## src/core/host_port_pkg.sv

```systemverilog
// Constants, timing and states for the timekeeping SRAM host controller
package host_port_pkg;

  localparam int ADDR_W = 19;
  localparam int DATA_W = 8;
  localparam int CNT_W  = 8;
  localparam int SYNC_W = DATA_W + 3;

  // Clock-register window: top sixteen byte locations
  localparam logic [ADDR_W-1:0] CLOCK_BASE_ADDR = 19'h7FFF0;
  localparam logic [ADDR_W-1:0] FLAGS_ADDR      = 19'h7FFF0;
  localparam logic [ADDR_W-1:0] INTR_CFG_ADDR   = 19'h7FFF6;
  localparam logic [ADDR_W-1:0] WATCHDOG_ADDR   = 19'h7FFF7;
  localparam logic [ADDR_W-1:0] CONTROL_ADDR    = 19'h7FFF8;
  localparam logic [ADDR_W-1:0] SECONDS_ADDR    = 19'h7FFF9;
  localparam logic [ADDR_W-1:0] YEAR_ADDR       = 19'h7FFFF;
  localparam int CONTROL_WRITE_HALT_BIT = 7;
  localparam int CONTROL_READ_HALT_BIT  = 6;
  localparam int OSC_STOP_BIT           = 7;

  // Pin timing in ns
  localparam int CLK_PERIOD_NS           = 4;
  localparam int ADDRESS_ACCESS_TIME_NS  = 70;
  localparam int SELECT_ACCESS_TIME_NS   = 70;
  localparam int OUTPUT_ACCESS_TIME_NS   = 35;
  localparam int ADDRESS_SETUP_NS        = 4;
  localparam int WRITE_PULSE_NS          = 55;
  localparam int DATA_HOLD_NS            = 5;
  localparam int WRITE_RECOVERY_TIME_NS  = 5;

  localparam int ACCESS_MAX_NS =
    (ADDRESS_ACCESS_TIME_NS > SELECT_ACCESS_TIME_NS) ?
    ((ADDRESS_ACCESS_TIME_NS > OUTPUT_ACCESS_TIME_NS) ?
      ADDRESS_ACCESS_TIME_NS : OUTPUT_ACCESS_TIME_NS) :
    ((SELECT_ACCESS_TIME_NS > OUTPUT_ACCESS_TIME_NS) ?
      SELECT_ACCESS_TIME_NS : OUTPUT_ACCESS_TIME_NS);

  // Least times round up to whole cycles
  localparam logic [CNT_W-1:0] READ_CYC =
    CNT_W'((ACCESS_MAX_NS + CLK_PERIOD_NS - 1) / CLK_PERIOD_NS);
  localparam logic [CNT_W-1:0] SETUP_CYC =
    CNT_W'((ADDRESS_SETUP_NS + CLK_PERIOD_NS - 1) / CLK_PERIOD_NS);
  localparam logic [CNT_W-1:0] PULSE_CYC =
    CNT_W'((WRITE_PULSE_NS + CLK_PERIOD_NS - 1) / CLK_PERIOD_NS);
  localparam logic [CNT_W-1:0] HOLD_CYC =
    CNT_W'((DATA_HOLD_NS + CLK_PERIOD_NS - 1) / CLK_PERIOD_NS);
  localparam logic [CNT_W-1:0] RECOVERY_CYC =
    CNT_W'((WRITE_RECOVERY_TIME_NS + CLK_PERIOD_NS - 1) / CLK_PERIOD_NS);
  localparam logic [CNT_W-1:0] SYNC_CYC = 8'h02;
  localparam logic [CNT_W-1:0] ONE_CYC  = 8'h01;

  typedef enum logic [2:0] {
    IDLE        = 3'b000,
    READ_ACCESS = 3'b001,
    READ_SYNC   = 3'b010,
    WRITE_SETUP = 3'b011,
    WRITE_PULSE = 3'b100,
    WRITE_HOLD  = 3'b101,
    RECOVER     = 3'b110
  } state_e;

endpackage

```

## src/core/phase_timer_if.sv

```systemverilog
// Load and expiry handshake between the sequencer and its phase timer
`timescale 1ns/10ps
interface phase_timer_if
  import host_port_pkg::*;
();
  logic             load;
  logic [CNT_W-1:0] value;
  logic             expired;

  modport owner (output load, output value, input expired);
  modport timer (input load, input value, output expired);
endinterface

```

## src/core/phase_timer.sv

```systemverilog
// Down-counter that times each bus phase in system clock cycles
`timescale 1ns/10ps
module phase_timer
  import host_port_pkg::*;
(
  input  wire logic    clk,    // System clock
  input  wire logic    rst_n,  // Synchronised reset, active low
  phase_timer_if.timer tmr     // Load value, expiry flag
);

  logic [CNT_W-1:0] count;

  always_ff @(posedge clk or negedge rst_n) begin
    if (!rst_n) begin
      count <= '0;
    end else if (tmr.load) begin
      count <= tmr.value;
    end else if (count != '0) begin
      count <= count - CNT_W'(1);
    end
  end

  assign tmr.expired = (count == '0);

endmodule // phase_timer

```

## src/core/sram_rtc_host.sv

```systemverilog
// Host controller driving a timekeeping SRAM over its asynchronous pins
`timescale 1ns/10ps
// Operation
// - Host keeps the address stable for the whole write.
// - Host idles select and write enable for write recovery time.
// - Host drives write data before write end, holds it afterwards.
// - Host should keep output enable inactive during writes.
module sram_rtc_host
  import host_port_pkg::*;
(
  input  wire logic              sys_clk,          // System clock
  input  wire logic              rstn,             // Async reset, low
  input  wire logic              req,              // Access request
  input  wire logic              req_write,        // 1 write, 0 read
  input  wire logic [ADDR_W-1:0] req_addr,         // Byte address
  input  wire logic [DATA_W-1:0] req_wdata,        // Write byte
  output logic                   ready,            // Request taken now
  output logic                   done,             // Access finished
  output logic                   fail,             // Aborted by power or reset
  output logic [DATA_W-1:0]      rd_data,          // Read byte
  output logic                   clock_reg_access, // Last in clock window
  output logic                   alarm_pending,    // Interrupt pin low
  output logic                   device_held,      // Reset pin low
  input  wire logic              power_fail_level, // Supply out of range
  input  wire logic              alarm_irq_n,      // Device interrupt pin
  input  wire logic              dev_rst_n,        // Device reset pin
  output logic                   ce_n,             // Chip select, low
  output logic                   oe_n,             // Output enable, low
  output logic                   we_n,             // Write enable, low
  output logic [ADDR_W-1:0]      addr,             // Address pins
  input  wire logic [DATA_W-1:0] dq_in,            // Data pins, read
  output logic [DATA_W-1:0]      dq_out,           // Data pins, drive
  output logic                   dq_oe             // Data pins enable
);

  logic              rst_meta;
  logic              rst_n;
  logic [SYNC_W-1:0] pin_meta;
  logic [SYNC_W-1:0] pin_sync;
  logic [DATA_W-1:0] dq_sync;
  logic              pf_sync;
  logic              dev_rst_sync;
  logic              alarm_sync;
  logic              link_ok;
  state_e            state;
  state_e            next_state;
  logic              next_done;
  logic              next_fail;

  phase_timer_if tmr ();

  phase_timer u_phase_timer (
    .clk   (sys_clk),
    .rst_n (rst_n),
    .tmr   (tmr.timer)
  );

  // Reset release through two flip-flops
  always_ff @(posedge sys_clk or negedge rstn) begin
    if (!rstn) begin
      rst_meta <= 1'b0;
      rst_n    <= 1'b0;
    end else begin
      rst_meta <= 1'b1;
      rst_n    <= rst_meta;
    end
  end

  // All device pins are asynchronous to sys_clk
  always_ff @(posedge sys_clk or negedge rst_n) begin
    if (!rst_n) begin
      pin_meta <= '0;
      pin_sync <= '0;
    end else begin
      pin_meta <= {power_fail_level, dev_rst_n, alarm_irq_n, dq_in};
      pin_sync <= pin_meta;
    end
  end

  assign dq_sync      = pin_sync[DATA_W-1:0];
  assign alarm_sync   = pin_sync[DATA_W];
  assign dev_rst_sync = pin_sync[DATA_W+1];
  assign pf_sync      = pin_sync[DATA_W+2];

  // No access while the device is in reset or its supply has failed
  assign link_ok = dev_rst_sync && !pf_sync;

  assign ready = (state == IDLE) && link_ok;

  always_comb begin
    next_state = state;
    next_done  = 1'b0;
    next_fail  = 1'b0;
    tmr.load   = 1'b0;
    tmr.value  = '0;
    case (state)
      IDLE: begin
        if (req && link_ok) begin
          tmr.load = 1'b1;
          if (req_write) begin
            next_state = WRITE_SETUP;
            tmr.value  = SETUP_CYC - ONE_CYC;
          end else begin
            next_state = READ_ACCESS;
            tmr.value  = READ_CYC - ONE_CYC;
          end
        end
      end
      READ_ACCESS: begin
        if (tmr.expired) begin
          next_state = READ_SYNC;
          tmr.load   = 1'b1;
          tmr.value  = SYNC_CYC - ONE_CYC;
        end
      end
      READ_SYNC: begin
        if (tmr.expired) begin
          next_state = RECOVER;
          next_done  = link_ok;
          next_fail  = !link_ok;
          tmr.load   = 1'b1;
          tmr.value  = RECOVERY_CYC - ONE_CYC;
        end
      end
      WRITE_SETUP: begin
        if (tmr.expired) begin
          next_state = WRITE_PULSE;
          tmr.load   = 1'b1;
          tmr.value  = PULSE_CYC - ONE_CYC;
        end
      end
      WRITE_PULSE: begin
        if (tmr.expired) begin
          next_state = WRITE_HOLD;
          tmr.load   = 1'b1;
          tmr.value  = HOLD_CYC - ONE_CYC;
        end
      end
      WRITE_HOLD: begin
        if (tmr.expired) begin
          next_state = RECOVER;
          next_done  = 1'b1;
          tmr.load   = 1'b1;
          tmr.value  = RECOVERY_CYC - ONE_CYC;
        end
      end
      RECOVER: begin
        if (tmr.expired) begin
          next_state = IDLE;
        end
      end
      default: begin
        next_state = IDLE;
      end
    endcase
    // Supply loss ends any cycle at once; a partial write is flagged
    if (!link_ok && state != IDLE && state != RECOVER &&
        next_state != RECOVER) begin
      next_state = RECOVER;
      next_fail  = 1'b1;
      next_done  = 1'b0;
      tmr.load   = 1'b1;
      tmr.value  = RECOVERY_CYC - ONE_CYC;
    end
  end

  always_ff @(posedge sys_clk or negedge rst_n) begin
    if (!rst_n) begin
      state <= IDLE;
    end else begin
      state <= next_state;
    end
  end

  // Strobes registered from the next state so pins never glitch
  always_ff @(posedge sys_clk or negedge rst_n) begin
    if (!rst_n) begin
      ce_n  <= 1'b1;
      oe_n  <= 1'b1;
      we_n  <= 1'b1;
      dq_oe <= 1'b0;
    end else begin
      ce_n  <= !(next_state == READ_ACCESS || next_state == READ_SYNC ||
                 next_state == WRITE_SETUP || next_state == WRITE_PULSE);
      oe_n  <= !(next_state == READ_ACCESS ||
                 next_state == READ_SYNC);
      we_n  <= !(next_state == WRITE_PULSE);
      dq_oe <= (next_state == WRITE_SETUP || next_state == WRITE_PULSE ||
                next_state == WRITE_HOLD);
    end
  end

  // Address and write data latched once and held through the cycle
  always_ff @(posedge sys_clk or negedge rst_n) begin
    if (!rst_n) begin
      addr             <= '0;
      dq_out           <= '0;
      clock_reg_access <= 1'b0;
    end else if (state == IDLE && req && link_ok) begin
      addr             <= req_addr;
      dq_out           <= req_wdata;
      clock_reg_access <= (req_addr >= CLOCK_BASE_ADDR);
    end
  end

  // Byte sampled after access time plus synchroniser delay
  always_ff @(posedge sys_clk or negedge rst_n) begin
    if (!rst_n) begin
      rd_data <= '0;
    end else if (state == READ_SYNC && tmr.expired && link_ok) begin
      rd_data <= dq_sync;
    end
  end

  always_ff @(posedge sys_clk or negedge rst_n) begin
    if (!rst_n) begin
      done <= 1'b0;
      fail <= 1'b0;
    end else begin
      done <= next_done;
      fail <= next_fail;
    end
  end

  // Pin levels shown to the user as synchronised flags
  always_ff @(posedge sys_clk or negedge rst_n) begin
    if (!rst_n) begin
      alarm_pending <= 1'b0;
      device_held   <= 1'b1;
    end else begin
      alarm_pending <= !alarm_sync;
      device_held   <= !dev_rst_sync;
    end
  end

endmodule // sram_rtc_host

```

## config.mk

```make
export PLATFORM = sky130hd
export DESIGN_NAME = sram_rtc_host
export DESIGN_NICKNAME = d
export VERILOG_FILES = /design/src/core/host_port_pkg.sv /design/src/core/phase_timer_if.sv /design/src/core/phase_timer.sv /design/src/core/sram_rtc_host.sv
export SDC_FILE = /design/constraint.sdc
export NUM_CORES = 1
export LEC_CHECK = 0
export ABC_AREA = 1
export BUFFER_PORTS_ARGS = -buffer_cell sky130_fd_sc_hd__buf_2
export CAP_MARGIN = 5
export CORE_MARGIN = 2
export CORE_UTILIZATION = 25
export CTS_BUF_LIST = sky130_fd_sc_hd__clkbuf_4
export DETAILED_ROUTE_END_ITERATION = 8
export MAX_ROUTING_LAYER = met4
export PLACE_DENSITY_LB_ADDON = 0.12
export SLEW_MARGIN = 20
export SYNTH_ARGS = -nofsm -noshare
export SYNTH_HDL_FRONTEND = slang
export SYNTH_HIERARCHICAL = 1
export SYNTH_SLANG_ARGS = --single-unit
```

## constraint.sdc

```tcl
create_clock -name sys_clk -period 2.2 [get_ports sys_clk]
set_clock_uncertainty 0.05 [all_clocks]
set_input_delay 0.55 -clock sys_clk [delete_from_list [all_inputs] [get_ports sys_clk]]
set_output_delay 0.55 -clock sys_clk [all_outputs]
set_load 0.005 [all_outputs]
```

==> results of run 1 <==
layout make-up:
class                      instances  area (um2)
timing repair buffer             106         603
sequential                        79        1990
tap                              172         215
multi-input combinational        201        1090
clock buffer                       9        67.6
fill                            1328        8410
clock inverter                     7        57.6
inverter                          36         135
state kept, by name, indices dropped and copies added, names as in the netlist:
name / flops
ce_n: 1
fail: 1
device_held: 1
rst_n: 1
dq_out: 8
clock_reg_access: 1
rst_meta: 1
u_phase_timer/count: 8
we_n: 1
addr: 19
oe_n: 1
dq_oe: 1
alarm_pending: 1
rd_data: 8
state: 3
pin_sync: 11
pin_meta: 11
done: 1
logic make-up (layout without fill, tap and decap cells):
kind of cell	after synthesis	in the layout	share of synthesized area
and+or+nand+nor	162	162	0.239
xor gates and xnor gates	2	2	0.00549
DFF	79	79	0.621
adders and majority gates	1	1	0.00392
buffers and inverters	45	158	0.0600
muxes	8	8	0.0282
other	2	5	0.00235
AOI/OAI and AO/OA	23	23	0.0404
power breakdown:
part | internal [mW] | switching, mW | total [mW]
logic | 0.784 | 0.997 | 1.78
registers | 1.83 | 0.219 | 2.05
clock network | 0.244 | 0.557 | 0.801
stage by stage:
stage | power, mW | hold slack [ns]
6_report | 4.63 | 0.143
5_1_grt | 5.07 | 0.0883
4_1_cts | 4.60 | 0.0888
3_5_place_dp | 3.74 | 0.256
3_3_place_gp | 3.73 | 0.250
2_1_floorplan | 3.16 | 0.204
metal layers:
layer | wire (um) | track usage | part of all wire
met4 | 153 | 0.0596 | 0.022
met1 | 3280 | 0.151 | 0.47
met2 | 3240 | 0.173 | 0.46
met5 | 0 | - | 0
met3 | 298 | 0.0335 | 0.043
timing repair:
| action | in CTS | in global routing |
|---|---|---|
| resized for setup | 2 | 14 |
| hold buffers | 1 | 0 |
| setup buffers | 0 | 6 |
| endpoints found under the setup margin | 6 | 8 |
| endpoints found under the hold margin | 2 | 0 |
| pin swaps | 1 | 10 |
| cloned | 0 | 0 |
path summary, 6_finish.rpt:
check / from / end / depth (start not counted)
worst min-delay path: alarm_irq_n / pin_meta[8] / 1
min in group asynchronous: rst_n / pin_sync[8] / 0
worst min register to register: rst_n / pin_sync[8] / 0
worst max register to register: u_phase_timer/count[0] / u_phase_timer/count[6] / 16
max in group asynchronous: rst_n / addr[11] / 1
worst max-delay path: u_phase_timer/count[0] / u_phase_timer/count[6] / 16
cell usage after synthesis:
library cell / n / area, um2
dfrtp_1: 75 / 1880
o21ai_2: 3 / 26.3
ha_1: 1 / 12.5
nand2_4: 2 / 22.5
buf_6: 2 / 22.5
nand3_2: 2 / 20.0
a21oi_1: 3 / 15.0
nand4_1: 4 / 25.0
nor2_4: 5 / 56.3
nand2_1: 106 / 398
inv_2: 4 / 15.0
dfstp_2: 4 / 105
nand3_4: 1 / 17.5
clkbuf_1: 1 / 3.75
nor2_2: 4 / 25.0
nor2_8: 1 / 20.0
nor3_1: 1 / 5.00
nor4_1: 2 / 12.5
mux2_2: 8 / 90.1
buf_2: 6 / 30.0
nand2_2: 4 / 25.0
o21ai_1: 1 / 5.00
nor2_1: 11 / 41.3
inv_1: 32 / 120
a21boi_1: 1 / 7.51
xor2_1: 1 / 8.76
o21ai_0: 15 / 75.1
xnor2_1: 1 / 8.76
conb_1: 2 / 7.51
nand3_1: 19 / 95.1
==> metrics.yaml, run 1 <==
outcome: "completed"
htree_num_levels: 3
p_leak_nw: 2.28
grt_usage: 0.118
dpl_cell_area_mm2: 0.00392
detail-route-antenna-nets: 0
slew_viol_final: 0
vias: 2417
synth_area_mm2: 0.00319
n_antenna_cell: 0
die_w_um: 117
final_cell_mix: "101 x nand2_1, 86 x buf_2, 74 x dfrtp_1"
worst_setup_path_end_kind: "flip-flop"
power_density_mw_per_mm2: 1120
seq_area_frac_synth: 0.621
hold_viol_final: 0
arrival_ns: 2.45
cpPeakStageDelay_ns: 0.41
ir_worst_vdd_v: 0.000381
stdcell_count: 610
syn_area_per_cell_um2: 9.92
fin_nets: 476
crit_type: "flip-flop to flip-flop"
start_util: 0.254
gr-total-overflow: 0
grt_max_degree: 45
path_max_fanout: 7
antenna_found_initial: 0
fin_area_mm2: 0.00415
preCtsSetupSlack_ns: -0.0393
drive_gt1_frac: 0.397
dp_hpwl_um: 5020
io_pins: 87
drt-total-wl_um: 6980
io_buffers: 86
cap_violations: 0
die_area_mm2: 0.0137
crit_buf_inv: 5
setup_viol: 0
drt_iter0_markers: 80
rows: 41
timing.fmax_mhz: 464
clk_latency_ns: 0.45
ys_ff_latch: 79
cp_top_family: "simple AND/OR/NAND/NOR gates"
cts_tree: "yes"
first_pass_iters: 4
root_buffer: "clkbuf_4"
grt_pass1_vias: 2376
ys.warnings.count: 6
cts.sink_count: 79
post-place-cells: 587
reg2reg_slack_ns: 0.05
syn_to_final_growth_pct: 30.1
hp-class: "primary input to flip-flop"
crit_chain: "inv_2, ha_4, nand2_4, nor2_4, buf_6, nand3_2, nand2_1, inv_1, nand3_4, nand2_2, nand2_2, nand3_2, buf_6, buf_4, nor2_1, nor2_1"
min_period_ns: 2.15
drcViolationCount: 0
worstPathRequired_ns: 2.49
fin_util: 0.331
setup_tns_ns: 0
final_common_cell: "nand2_1"
finalWorstSetupSlack_ns: 0.0451
gp_congestion: 0.791
viasPerCell: 3.96
clock_path_buffers: 2
rsz0062_at_grt: "true"
wl_per_cell_um: 11.4
post-route-period-util: 0.979
syn_inst: 322
cts_buffers: 9
cts.clk_slew.worst_paths_ns: 0.14
chipHeight_um: 117
start_kind: "flip-flop"
cpMaxStageDelayCell: "dfrtp_1"
core_area_mm2: 0.0126
grt_pass1_wl_um: 11700
yosysUniqueCellTypes: 30
Power figures use the tool's default switching activity.
==> inputs of run 2 (changes only) <==
- MAX_ROUTING_LAYER: met4 -> not set
==> run 2 against run 1 <==
- register-to-register slack about the same
- total power about the same
- first-iteration DRC count down 10%
- non-clock buffer count unchanged
- wire length down 0.26%
- global-route usage down 0.35 points
- final cell count unchanged
- largest power group unchanged
- highest routed layer unchanged
==> metrics.yaml, run 2 (same netlist as run 1, synthesis figures left out) <==
syn_to_final_growth_pct: 30.1
rsz0062_at_grt: "true"
gr-total-overflow: 0
largest_register: "addr"
htree_num_levels: 3
clk_latency_ns: 0.45
die_w_um: 117
core_area_mm2: 0.0126
ir_worst_vdd_v: 0.000381
arrival_ns: 2.45
grt_pass1_wl_um: 11700
dr_wl_met2_um: 3210
start_util: 0.254
cts.clk_slew.worst_paths_ns: 0.14
io_pins: 87
cts.sink_count: 79
clock_path_buffers: 2
reg2reg_slack_ns: 0.05
rows: 41
setup_viol: 0
root_buffer: "clkbuf_4"
n_antenna_cell: 0
r2r_end: "u_phase_timer/count[6]"
antenna_found_initial: 0
post-route-period-util: 0.978
top_layer_used: "met4"
final_cell_mix: "101 x nand2_1, 86 x buf_2, 74 x dfrtp_1"
path_max_fanout: 7
grt_pass1_vias: 2375
hold_path_depth: 1
crit_type: "flip-flop to flip-flop"
largestRegisters: "addr: 19 flops, pin_meta: 11 flops, pin_sync: 11 flops"
fin_area_mm2: 0.00415
dpl_cell_area_mm2: 0.00392
drcViolationCount: 0
drt_iter0_markers: 72
critPathCapture: "u_phase_timer/count[6]"
timing.fmax_mhz: 465
first_pass_iters: 4
chipHeight_um: 117
cts_tree: "yes"
met1_length_um: 3230
cap_violations: 0
viasPerCell: 3.97
hold_viol_final: 0
drt-total-wl_um: 6960
wl_per_cell_um: 11.4
worstSetupStartpoint: "u_phase_timer/count[1]"
power_density_mw_per_mm2: 1120
outcome: "completed"
grt_usage: 0.115
final_common_cell: "nand2_1"
gp_congestion: 0.780
drive_gt1_frac: 0.397
slew_viol_final: 0
fin_nets: 476
vias: 2420
grt_max_degree: 45
cts_buffers: 9
reg2reg_from: "u_phase_timer/count[1]"
die_area_mm2: 0.0137
worst_setup_path_end_kind: "flip-flop"
wl_met3_um: 364
detail-route-antenna-nets: 0
power_mw: 4.63
min_period_ns: 2.15
fin_hold_ws_ns: 0.136
p_leak_nw: 2.28
worstPathRequired_ns: 2.50
io_buffers: 86
start_kind: "flip-flop"
dp_hpwl_um: 5020
largest_reg_flops: 19
hp-class: "primary input to flip-flop"
reg2reg_depth: 16
-- run 2: cell counts in the layout (fill, tap and decap cells not counted) --
Identical to the previous run, type by type.
-- run 2: worst max-delay path, cell delays in order, from the launching register on --
cell and delay, ns:
dfrtp_1 0.42, inv_2 0.08, ha_4 0.14, nand2_4 0.05, nor2_4 0.18, buf_6 0.13, nand3_2 0.09, nand2_1 0.07
inv_1 0.06, nand3_4 0.09, nand2_2 0.08, nand2_2 0.08, nand3_2 0.08, buf_6 0.15, buf_4 0.15, nor2_1 0.09
nor2_1 0.04
-- run 2: final cells by class --
type | count | area, um2
clock inverter | 7 | 57.6
fill | 1328 | 8410
timing repair buffer | 106 | 603
clock buffer | 9 | 67.6
inverter | 36 | 135
sequential | 79 | 1990
multi-input combinational | 201 | 1090
tap | 172 | 215
-- run 2: timing repair --
action,CTS,global route
buffers inserted,0,6
hold buffers,1,0
endpoints found under the setup margin,6,8
endpoints found under the hold margin,2,0
resized for setup,2,14
pin swaps,1,10
-- run 2: worst min path at each step --
stage	from	slack, ns	end
floorplan	rstn	0.20	rst_meta
CTS	alarm_irq_n	0.09	pin_meta[8]
global placement	rst_n	0.25	pin_sync[8]
global route	alarm_irq_n	0.09	pin_meta[8]
finish	alarm_irq_n	0.14	pin_meta[8]
detailed placement	rst_n	0.26	pin_sync[8]
-- run 2: report_power, final --
part	switching [mW]	internal, mW	leakage, nW
Sequential	0.220	1.83	1.00
Clock	0.558	0.244	0.0644
Combinational	0.993	0.784	1.21
-- run 2: per-stage QoR --
| step | util | cells | worst slack [ns] | TNS, ns |
|---|---|---|---|---|
| 2_1_floorplan | - | 325 | 0.00246 | 0 |
| 3_3_place_gp | 0.312 | 587 | -0.00416 | -0.00416 |
| 3_5_place_dp | 0.312 | 587 | -0.0393 | -0.0941 |
| 4_1_cts | 0.323 | 604 | 0.00680 | 0 |
| 5_1_grt | 0.331 | 610 | -0.119 | -0.745 |
| 6_report | 0.331 | 610 | 0.0474 | 0 |
-- run 2: metal layers --
| layer | global-route usage | vias up |
|---|---|---|
| li1 | - | 1216 |
| met1 | 0.148 | 1132 |
| met2 | 0.173 | 57 |
| met3 | 0.0381 | 15 |
| met4 | 0.0596 | 0 |
| met5 | 0 | - |
